## src/shared/iml_regs.svh

```systemverilog
/*
 * Constants of the interrupt mask and serial latch block: register byte
 * offsets, accumulator bit positions, reset values and event bit layout.
 * Assumes inclusion by bare name from the package and the design files.
 */
`ifndef IML_REGS_SVH
`define IML_REGS_SVH
// Function
// - Set-masks with bit 3 loads three masks
// - Set-masks with bit 3 low keeps masks
// - Set-masks with bit 4 clears 7.5 latch
// - Every 7.5 rising edge sets latch, masked too
// - 7.5 latch holds until reset, clear, acknowledge; here acknowledge clears it only while the 7.5 mask bit is low
// - Reset sets all three mask bits
// - Set-masks with bit 6 copies bit 7 out
// - Set-masks with bit 6 low keeps serial latch
// - Reset clears serial output latch
// - Read-masks returns the three mask bits
// - Read-masks returns interrupt enable, one enabled
// - After trap, bit 3 returns pre-trap enable
// - After other interrupts, enable shows current state
// - Read-masks bit 6 returns 7.5 latch
// - Read-masks reports pending requests per input
// - Read-masks returns serial input level

`define IML_OFF_SETM	8'h00
`define IML_OFF_READM	8'h04
`define IML_OFF_CTRL	8'h08
`define IML_OFF_STAT	8'h0C
`define IML_OFF_IMSK	8'h10

`define IML_ACC_M55	0
`define IML_ACC_M75	2
`define IML_ACC_MSE	3
`define IML_ACC_R75	4
`define IML_ACC_SOE	6
`define IML_ACC_SOD	7
`define IML_ACC_IE	3
`define IML_ACC_P55	4
`define IML_ACC_P65	5
`define IML_ACC_I75	6
`define IML_ACC_SID	7

`define IML_CTRL_IE	0

`define IML_EV_E75	0
`define IML_EV_TRAP	1
`define IML_EV_P55	2
`define IML_EV_P65	3
`define IML_EV_W	4

`define IML_MASK_RST	3'h7
`define IML_SOD_RST	1'h0
`define IML_IE_RST	1'h0
`define IML_IMSK_RST	4'h0

`endif

```

## src/shared/iml_pkg.sv

```systemverilog
/*
 * Types shared by the interrupt mask block.
 * Assumes iml_regs.svh sits beside it on the include path.
 */
`include "iml_regs.svh"

package iml_pkg;
	typedef enum logic [1:0]
	{
		IML_OKAY   = 2'h0,
		IML_SLVERR = 2'h2
	} iml_resp_e;

	typedef logic [7:0] iml_acc_t;
endpackage : iml_pkg

```

## src/rtl/iml_sync.sv

```systemverilog
/*
 * Three-stage input filter for pins from outside the clock domain.
 * Assumes a synchronous active-high reset; the output only moves
 * once the second and third stages agree.
 */
`timescale 1ns/1ps

module iml_sync #(
	parameter int W = 1
) (
	input  wire logic         clk,
	input  wire logic         rst,
	input  wire logic [W-1:0] d,
	output logic      [W-1:0] q
);
	logic [W-1:0] s1_r;
	logic [W-1:0] s2_r;
	logic [W-1:0] s3_r;
	logic [W-1:0] agree;

	assign agree = ~(s2_r ^ s3_r);

	always_ff @(posedge clk)
	begin
		if (rst)
		begin
			s1_r <= '0;
			s2_r <= '0;
			s3_r <= '0;
			q    <= '0;
		end
		else
		begin
			s1_r <= d;
			s2_r <= s1_r;
			s3_r <= s2_r;
			// Per bit: only a settled level passes
			q    <= (agree & s3_r) | (~agree & q);
		end
	end
endmodule : iml_sync

```

## src/rtl/iml_top.sv

```systemverilog
/*
 * Interrupt mask, restart 7.5 edge latch, enable status and serial
 * output latch, reached over AXI4-Lite. A write to the set-masks word
 * executes set-masks with the low byte as accumulator; a read of the
 * read-masks word executes read-masks. Trap and acknowledge pulses come
 * from core logic on the same clock; pins pass a three-stage filter.
 */
`timescale 1ns/1ps

`include "iml_regs.svh"

module iml_top #(
	parameter int ADDR_W = 8
) (
	input  wire logic              CLK,
	input  wire logic              SYS_RST,
	input  wire logic [ADDR_W-1:0] S_AXI_AWADDR,
	input  wire logic              S_AXI_AWVALID,
	output logic                   S_AXI_AWREADY,
	input  wire logic [31:0]       S_AXI_WDATA,
	input  wire logic [3:0]        S_AXI_WSTRB,
	input  wire logic              S_AXI_WVALID,
	output logic                   S_AXI_WREADY,
	output logic [1:0]             S_AXI_BRESP,
	output logic                   S_AXI_BVALID,
	input  wire logic              S_AXI_BREADY,
	input  wire logic [ADDR_W-1:0] S_AXI_ARADDR,
	input  wire logic              S_AXI_ARVALID,
	output logic                   S_AXI_ARREADY,
	output logic [31:0]            S_AXI_RDATA,
	output logic [1:0]             S_AXI_RRESP,
	output logic                   S_AXI_RVALID,
	input  wire logic              S_AXI_RREADY,
	input  wire logic              RST55_IN,
	input  wire logic              RST65_IN,
	input  wire logic              RST75_IN,
	input  wire logic              SERIAL_IN,
	input  wire logic              TRAP_TAKEN,
	input  wire logic              VEC_TAKEN,
	input  wire logic              ACK75,
	output logic                   SERIAL_OUT,
	output logic [2:0]             MASK_OUT,
	output logic                   EDGE75_OUT,
	output logic                   INT_EN_OUT,
	output logic                   IRQ
);
	// Filtered pin levels
	logic [3:0]        pins_q;
	logic              lvl55;
	logic              lvl65;
	logic              lvl75;
	logic              lvl_sid;

	iml_sync #(
		.W (4)
	) u_sync (
		.clk (CLK),
		.rst (SYS_RST),
		.d   ({SERIAL_IN, RST75_IN, RST65_IN, RST55_IN}),
		.q   (pins_q)
	);

	assign lvl55   = pins_q[0];
	assign lvl65   = pins_q[1];
	assign lvl75   = pins_q[2];
	assign lvl_sid = pins_q[3];

	// Block state
	logic [2:0]        mask_r;
	logic [2:0]        mask_nxt;
	logic              e75_r;
	logic              e75_nxt;
	logic              sod_r;
	logic              sod_nxt;
	logic              ie_r;
	logic              ie_nxt;
	logic              saved_ie_r;
	logic              saved_ie_nxt;
	logic              trap_r;
	logic              trap_nxt;
	logic [2:0]        prev_r;
	logic [`IML_EV_W-1:0] stat_r;
	logic [`IML_EV_W-1:0] stat_nxt;
	logic [`IML_EV_W-1:0] imsk_r;
	logic [`IML_EV_W-1:0] imsk_nxt;

	// Bus slave state
	logic              aw_have_r;
	logic              aw_have_nxt;
	logic              w_have_r;
	logic              w_have_nxt;
	logic [ADDR_W-1:0] awaddr_r;
	logic [31:0]       wdata_r;
	logic [3:0]        wstrb_r;
	logic              bvalid_nxt;
	logic              rvalid_nxt;

	// Handshakes
	wire aw_go = S_AXI_AWVALID & S_AXI_AWREADY;
	wire w_go  = S_AXI_WVALID & S_AXI_WREADY;
	wire ar_go = S_AXI_ARVALID & S_AXI_ARREADY;
	wire wr_go = aw_have_r & w_have_r & ~S_AXI_BVALID;

	// Write decode, word aligned
	wire [ADDR_W-1:0] wa    = {awaddr_r[ADDR_W-1:2], 2'h0};
	wire              wb0   = wr_go & wstrb_r[0];
	wire              w_setm = (wa == ADDR_W'(`IML_OFF_SETM));
	wire              w_ctrl = (wa == ADDR_W'(`IML_OFF_CTRL));
	wire              w_imsk = (wa == ADDR_W'(`IML_OFF_IMSK));
	wire              w_rdonly = (wa == ADDR_W'(`IML_OFF_READM))
	                            | (wa == ADDR_W'(`IML_OFF_STAT));
	wire              w_hit  = w_setm | w_ctrl | w_imsk | w_rdonly;
	wire [7:0]        acc_w  = wdata_r[7:0];

	wire do_setm = wb0 & w_setm;
	wire do_ctrl = wb0 & w_ctrl;
	wire do_imsk = wb0 & w_imsk;

	// Read decode
	wire [ADDR_W-1:0] ra     = {S_AXI_ARADDR[ADDR_W-1:2], 2'h0};
	wire              r_setm = (ra == ADDR_W'(`IML_OFF_SETM));
	wire              r_rdm  = (ra == ADDR_W'(`IML_OFF_READM));
	wire              r_ctrl = (ra == ADDR_W'(`IML_OFF_CTRL));
	wire              r_stat = (ra == ADDR_W'(`IML_OFF_STAT));
	wire              r_imsk = (ra == ADDR_W'(`IML_OFF_IMSK));
	wire              r_hit  = r_setm | r_rdm | r_ctrl | r_stat | r_imsk;
	wire              do_rdm  = ar_go & r_rdm;
	wire              do_rstat = ar_go & r_stat;

	// Set-masks effects
	wire mask_load = do_setm & acc_w[`IML_ACC_MSE];
	wire e75_clr_sw = do_setm & acc_w[`IML_ACC_R75];
	wire sod_load  = do_setm & acc_w[`IML_ACC_SOE];

	// Edges of the filtered request pins
	wire rise55 = lvl55 & ~prev_r[0];
	wire rise65 = lvl65 & ~prev_r[1];
	wire rise75 = lvl75 & ~prev_r[2];

	// Acknowledge only clears once the mask has been lifted
	wire e75_clr_ack = ACK75 & ~mask_r[2];

	// Edge sets regardless of mask, and beats any clear
	assign e75_nxt = rise75 | (e75_r & ~(e75_clr_sw | e75_clr_ack));

	assign mask_nxt = mask_load ? acc_w[`IML_ACC_M75:`IML_ACC_M55] : mask_r;
	assign sod_nxt  = sod_load ? acc_w[`IML_ACC_SOD] : sod_r;

	// Enable flag: trap and vectored interrupts both drop it
	always_comb
	begin
		ie_nxt = ie_r;
		if (do_ctrl)
			ie_nxt = wdata_r[`IML_CTRL_IE];
		if (TRAP_TAKEN | VEC_TAKEN)
			ie_nxt = 1'h0;
	end

	// Pre-trap enable is kept until read-masks or another interrupt
	assign saved_ie_nxt = TRAP_TAKEN ? ie_r : saved_ie_r;
	// Later vectored interrupts show the live flag again
	assign trap_nxt = TRAP_TAKEN | (trap_r & ~do_rdm & ~VEC_TAKEN);

	// Read-masks image
	logic [7:0] read_masks_instr;
	always_comb
	begin
		read_masks_instr = 8'h00;
		read_masks_instr[`IML_ACC_M75:`IML_ACC_M55] = mask_r;
		read_masks_instr[`IML_ACC_IE] = trap_r ? saved_ie_r : ie_r;
		read_masks_instr[`IML_ACC_P55] = lvl55;
		read_masks_instr[`IML_ACC_P65] = lvl65;
		read_masks_instr[`IML_ACC_I75] = e75_r;
		read_masks_instr[`IML_ACC_SID] = lvl_sid;
	end

	// Sticky events; a read clears, but a new event in that cycle stays
	wire [`IML_EV_W-1:0] ev_set = {rise65, rise55, TRAP_TAKEN, rise75};
	wire [`IML_EV_W-1:0] ev_clr = do_rstat ? stat_r : '0;
	assign stat_nxt = (stat_r & ~ev_clr) | ev_set;
	assign imsk_nxt = do_imsk ? wdata_r[`IML_EV_W-1:0] : imsk_r;

	// Read data mux
	wire [31:0] rd_setm = {24'h0, sod_r, 4'h0, mask_r};
	wire [31:0] rd_ctrl = {31'h0, ie_r};
	wire [31:0] rd_stat = {{(32-`IML_EV_W){1'h0}}, stat_r};
	wire [31:0] rd_imsk = {{(32-`IML_EV_W){1'h0}}, imsk_r};
	wire [31:0] rd_mux  = r_setm ? rd_setm :
	                      r_rdm  ? {24'h0, read_masks_instr} :
	                      r_ctrl ? rd_ctrl :
	                      r_stat ? rd_stat :
	                      r_imsk ? rd_imsk : 32'h0;

	// Channel bookkeeping
	assign aw_have_nxt = (aw_have_r | aw_go) & ~wr_go;
	assign w_have_nxt  = (w_have_r | w_go) & ~wr_go;
	assign bvalid_nxt  = wr_go | (S_AXI_BVALID & ~S_AXI_BREADY);
	assign rvalid_nxt  = ar_go | (S_AXI_RVALID & ~S_AXI_RREADY);

	// Bus slave registers
	always_ff @(posedge CLK)
	begin
		if (SYS_RST)
		begin
			aw_have_r     <= 1'h0;
			w_have_r      <= 1'h0;
			awaddr_r      <= '0;
			wdata_r       <= 32'h0;
			wstrb_r       <= 4'h0;
			S_AXI_AWREADY <= 1'h0;
			S_AXI_WREADY  <= 1'h0;
			S_AXI_BVALID  <= 1'h0;
			S_AXI_BRESP   <= iml_pkg::IML_OKAY;
			S_AXI_ARREADY <= 1'h0;
			S_AXI_RVALID  <= 1'h0;
			S_AXI_RDATA   <= 32'h0;
			S_AXI_RRESP   <= iml_pkg::IML_OKAY;
		end
		else
		begin
			aw_have_r     <= aw_have_nxt;
			w_have_r      <= w_have_nxt;
			S_AXI_AWREADY <= ~aw_have_nxt & ~bvalid_nxt;
			S_AXI_WREADY  <= ~w_have_nxt & ~bvalid_nxt;
			S_AXI_BVALID  <= bvalid_nxt;
			S_AXI_ARREADY <= ~rvalid_nxt;
			S_AXI_RVALID  <= rvalid_nxt;
			if (aw_go)
				awaddr_r <= S_AXI_AWADDR;
			if (w_go)
			begin
				wdata_r <= S_AXI_WDATA;
				wstrb_r <= S_AXI_WSTRB;
			end
			if (wr_go)
				S_AXI_BRESP <= w_hit ? iml_pkg::IML_OKAY : iml_pkg::IML_SLVERR;
			if (ar_go)
			begin
				S_AXI_RDATA <= rd_mux;
				S_AXI_RRESP <= r_hit ? iml_pkg::IML_OKAY : iml_pkg::IML_SLVERR;
			end
		end
	end

	// Mask, latch and enable state
	always_ff @(posedge CLK)
	begin
		if (SYS_RST)
		begin
			mask_r     <= `IML_MASK_RST;
			e75_r      <= 1'h0;
			sod_r      <= `IML_SOD_RST;
			ie_r       <= `IML_IE_RST;
			saved_ie_r <= `IML_IE_RST;
			trap_r     <= 1'h0;
			prev_r     <= 3'h0;
		end
		else
		begin
			mask_r     <= mask_nxt;
			e75_r      <= e75_nxt;
			sod_r      <= sod_nxt;
			ie_r       <= ie_nxt;
			saved_ie_r <= saved_ie_nxt;
			trap_r     <= trap_nxt;
			prev_r     <= {lvl75, lvl65, lvl55};
		end
	end

	// Interrupt status and pin outputs
	always_ff @(posedge CLK)
	begin
		if (SYS_RST)
		begin
			stat_r     <= '0;
			imsk_r     <= `IML_IMSK_RST;
			IRQ        <= 1'h0;
			SERIAL_OUT <= `IML_SOD_RST;
			MASK_OUT   <= `IML_MASK_RST;
			EDGE75_OUT <= 1'h0;
			INT_EN_OUT <= `IML_IE_RST;
		end
		else
		begin
			stat_r     <= stat_nxt;
			imsk_r     <= imsk_nxt;
			IRQ        <= |(stat_nxt & imsk_nxt);
			// Pin follows the latch with no gap between loads
			SERIAL_OUT <= sod_nxt;
			MASK_OUT   <= mask_nxt;
			EDGE75_OUT <= e75_nxt;
			INT_EN_OUT <= ie_nxt;
		end
	end
endmodule : iml_top

```

## config.mk

```make
export PLATFORM = sky130hd
export DESIGN_NAME = iml_top
export DESIGN_NICKNAME = d
export VERILOG_FILES = /design/src/shared/iml_pkg.sv /design/src/rtl/iml_sync.sv /design/src/rtl/iml_top.sv
export VERILOG_INCLUDE_DIRS = /design/src /design/src/shared
export SDC_FILE = /design/constraint.sdc
export NUM_CORES = 1
export LEC_CHECK = 0
export BUFFER_PORTS_ARGS = -buffer_cell sky130_fd_sc_hd__buf_2
export CAP_MARGIN = 20
export CORE_ASPECT_RATIO = 1.4
export CORE_UTILIZATION = 45
export DETAILED_ROUTE_END_ITERATION = 8
export PLACE_DENSITY = 0.75
export SETUP_SLACK_MARGIN = 0.4
export SKIP_CTS_REPAIR_TIMING = 1
export SYNTH_ARGS = -nofsm -noshare
export SYNTH_HDL_FRONTEND = slang
export SYNTH_HIERARCHICAL = 1
export SYNTH_SLANG_ARGS = --single-unit
```

## constraint.sdc

```tcl
create_clock -name CLK -period 2.9 [get_ports CLK]
set_input_delay 0.29 -clock CLK [delete_from_list [all_inputs] [get_ports CLK]]
set_output_delay 0.29 -clock CLK [all_outputs]
set_load 0.01 [all_outputs]
```

==> impl_metrics.csv <==
group,metric,value,unit
cts,path_clk_slew,0.07,ns
floorplan,io_pins,114,
final_layout,fillCellCount,590,
status,status,"completed",
yosys,synth_edf_count,0,
final_layout,stdcell_area,3200,um^2
final_layout,multi_input_area,1250,um^2
sta,relSlewSlack,44.8,%
setup_path,crit_fanout,10,
setup_path,critPathRequiredTime,3.13,ns
sta,fin_crit,1.93,ns
pwr,combPwrFrac,7.5,%
yosys,yosysSeqAreaShare,47.4,%
yosys,syn_area_per_cell,9.07,um^2
pwr,p_seq_share,52.2,%
yosys,ys_top_cells_by_area,"dfxtp_1 (47%), buf_4 (7.4%), nand2_1 (4.4%)",
yosys,synth_top_area_share,47.4,%
yosys,synth-seq-cells,67,
yosys,ys_dominant_reg_cell,"dfxtp_1",
pwr,swShare,23.7,%
placement,gp_congestion,0.744,
placement,placed_area,3010,um^2
sta,worst_pin_slew,0.827,ns
sta,setup_viol_count_final,0,
grt,grt_max_degree,49,
sta,setup_tns,0,ns
route,drt-total-wl,5340,um
sta,skew,0.00505,ns
sta,slew_viol_final,0,
grt,antenna_found_initial,0,
cts,cts_tree,"done",
setup_path,crit_path_max_incr_delay,0.54,ns
final_layout,diodes,0,
yosys,yosysMostFrequentCell,"dfxtp_1",
route,drt_iter0_drc,97,
route,avgViaCountPerCell,5.06,
yosys,synthTopCellsByCount,"dfxtp_1 (67), nand2_1 (33), buf_4 (28)",
placement,dp_hpwl,3800,um
placement,io_buffers,55,
setup_path,critPathLaunchType,"flop",
cts,clkLatencyLatePin,0.34,ns
floorplan,die_y,95.8,um
sta,hold_viol,0,
yosys,async_flop_share,0,%
setup_path,arrival,2.16,ns
grt,grt.overflow.total,0,
cts,cts_buffers,9,
route,post_drt_wl_per_cell,12.2,um
yosys,ys_types,47,
setup_path,path_cells,"nand4bb_1 > nor4_4 > nand2_2 > a211o_1",
pwr,vdd_ir_drop_max,0.282,mV
setup_path,path_class,"reg2reg",
pwr,cellPowerDensity,581,nW/um^2
sta,rsz0062_at_grt,"false",
cts,clock-sinks,67,
sta,fmax,0.519,GHz
floorplan,dieArea,6610,um^2
cts,clock_path_buffers,2,
pwr,switchingPower,440,uW
yosys,synth_top_area_cell,"dfxtp_1",
cts,h-tree-depth,3,
floorplan,core.rowCount,33,
min_path,hold_path_class,"in2reg",
route,firstDrtPassIters,4,
setup_path,cp_slowest_cell,"nor4_4",
final_layout,ff_latch_area,1340,um^2
floorplan,start_util,47.6,%
pwr,leakage,0.00134,uW
route,drc,0,
yosys,netlist_instances,312,
flow_run,maxCapViolCount,0,
setup_path,r2r_slack,0.97,ns
cts,root_buffer,"clkbuf_8",
pwr,clock_power_share,40.4,%
final_layout,drive_gt1_share,27.9,%
yosys,yosys_warnings,6,
sta,timing.final.crit_share,66.4,%
pwr,p_int,1420,uW
floorplan,core-area,5950,um^2
route,vias,2204,
floorplan,die_w,69.0,um
final_layout,area_growth,13.1,%
final_layout,nets,427,
grt,grt_pass1_vias,1982,
grt,grt_usage,16.9,%
yosys,syn-cell-area,2830,um^2
grt,grt_pass1_wl,8690,um
route,drtAntennaViolNets,0,
setup_path,end_kind,"flop",
critical path: cells and delay by family (launching register included):
family,cells,cell delay (ns)
AO/OA/AOI/OAI,1,0.30
flip-flops,1,0.33
AND/OR/NAND/NOR,3,1.18
metal layers:
layer	vias up	track usage, %	routed length, um
met4	0	8.84	96
met1	1007	17.7	2270
met2	65	29.6	2640
li1	1122	-	-
met3	10	6.39	333
met5	-	0	0
flip-flops by register name, indices dropped and copies added (netlist names), 3 cells and up, named ones only:
register,cells
S_AXI_RDATA,8
imsk_r,4
u_sync/s3_r,4
MASK_OUT,3
stat_r,4
awaddr_r,6
u_sync/s2_r,4
wdata_r,7
prev_r,3
u_sync/s1_r,4
path summary, 6_finish.rpt:
path	startpoint	to	cells past startpoint
max	S_AXI_BVALID$_SDFF_PP0_	MASK_OUT[1]$_SDFFE_PP1P_	4
min	VEC_TAKEN	INT_EN_OUT$_SDFFE_PP0P_	2
max reg2reg	S_AXI_BVALID$_SDFF_PP0_	MASK_OUT[1]$_SDFFE_PP1P_	4
min reg2reg	u_sync/s1_r[0]$_SDFF_PP0_	u_sync/s2_r[0]$_SDFF_PP0_	1
power by group through the flow:
stage	clock, uW	combinational [uW]	sequential [uW]
finish	751	139	971
detailed placement	0	139	992
floorplan	0	123	990
global placement	0	137	990
global route	818	156	975
CTS	769	140	971
cell families (layout without fill, tap and decap cells):
logic type,count (synthesis),in the layout,share of synthesized area (%)
other cells,1,26,0.133
compound gates,64,64,15.3
flops,67,67,47.4
simple gates,122,122,23.8
mux,5,5,1.81
buf+inv,53,82,11.6
stage by stage:
stage | util, % | setup WS (ns) | power [uW] | cells | hold WS (ns)
after floorplan | - | 1.20 | 1110 | 337 | 0.361
after global routing | 53.8 | 0.827 | 1950 | 436 | 0.113
after global placement | 50.6 | 1.03 | 1130 | 420 | 0.419
final | 53.8 | 0.973 | 1860 | 436 | 0.135
after CTS | 53.8 | 0.962 | 1880 | 436 | 0.114
after detailed placement | 50.6 | 0.982 | 1130 | 420 | 0.427
layout by cell type, fill, tap and decap left out, drive strengths merged, types with 2 or more instances in the layout:
master and instances:
nor3 8, and2b 6, o22ai 4, inv 9
and3 5, nor2b 14, nand2 34, nor2 26
nor4 9, a211o 3, a21oi 23, dfxtp 67
o31a 5, nand3 8, nand4 2, a21boi 5
conb 26, o21ba 6, o21ai 8, clkbuf 11
clkinv 3, mux2i 4, and2 2, a22oi 3
buf 57, a221oi 3
layout make-up:
type                            count  share of cell area, %
Sequential cell                    67                   41.9
Multi-Input combinational cell    217                   39.2
Timing Repair Buffer               57                   9.07
Clock buffer                       11                   4.42
Tap cell                           70                   2.74
Clock inverter                      5                   1.64
Inverter                            9                   1.06
(Power assumes the default switching activity.)
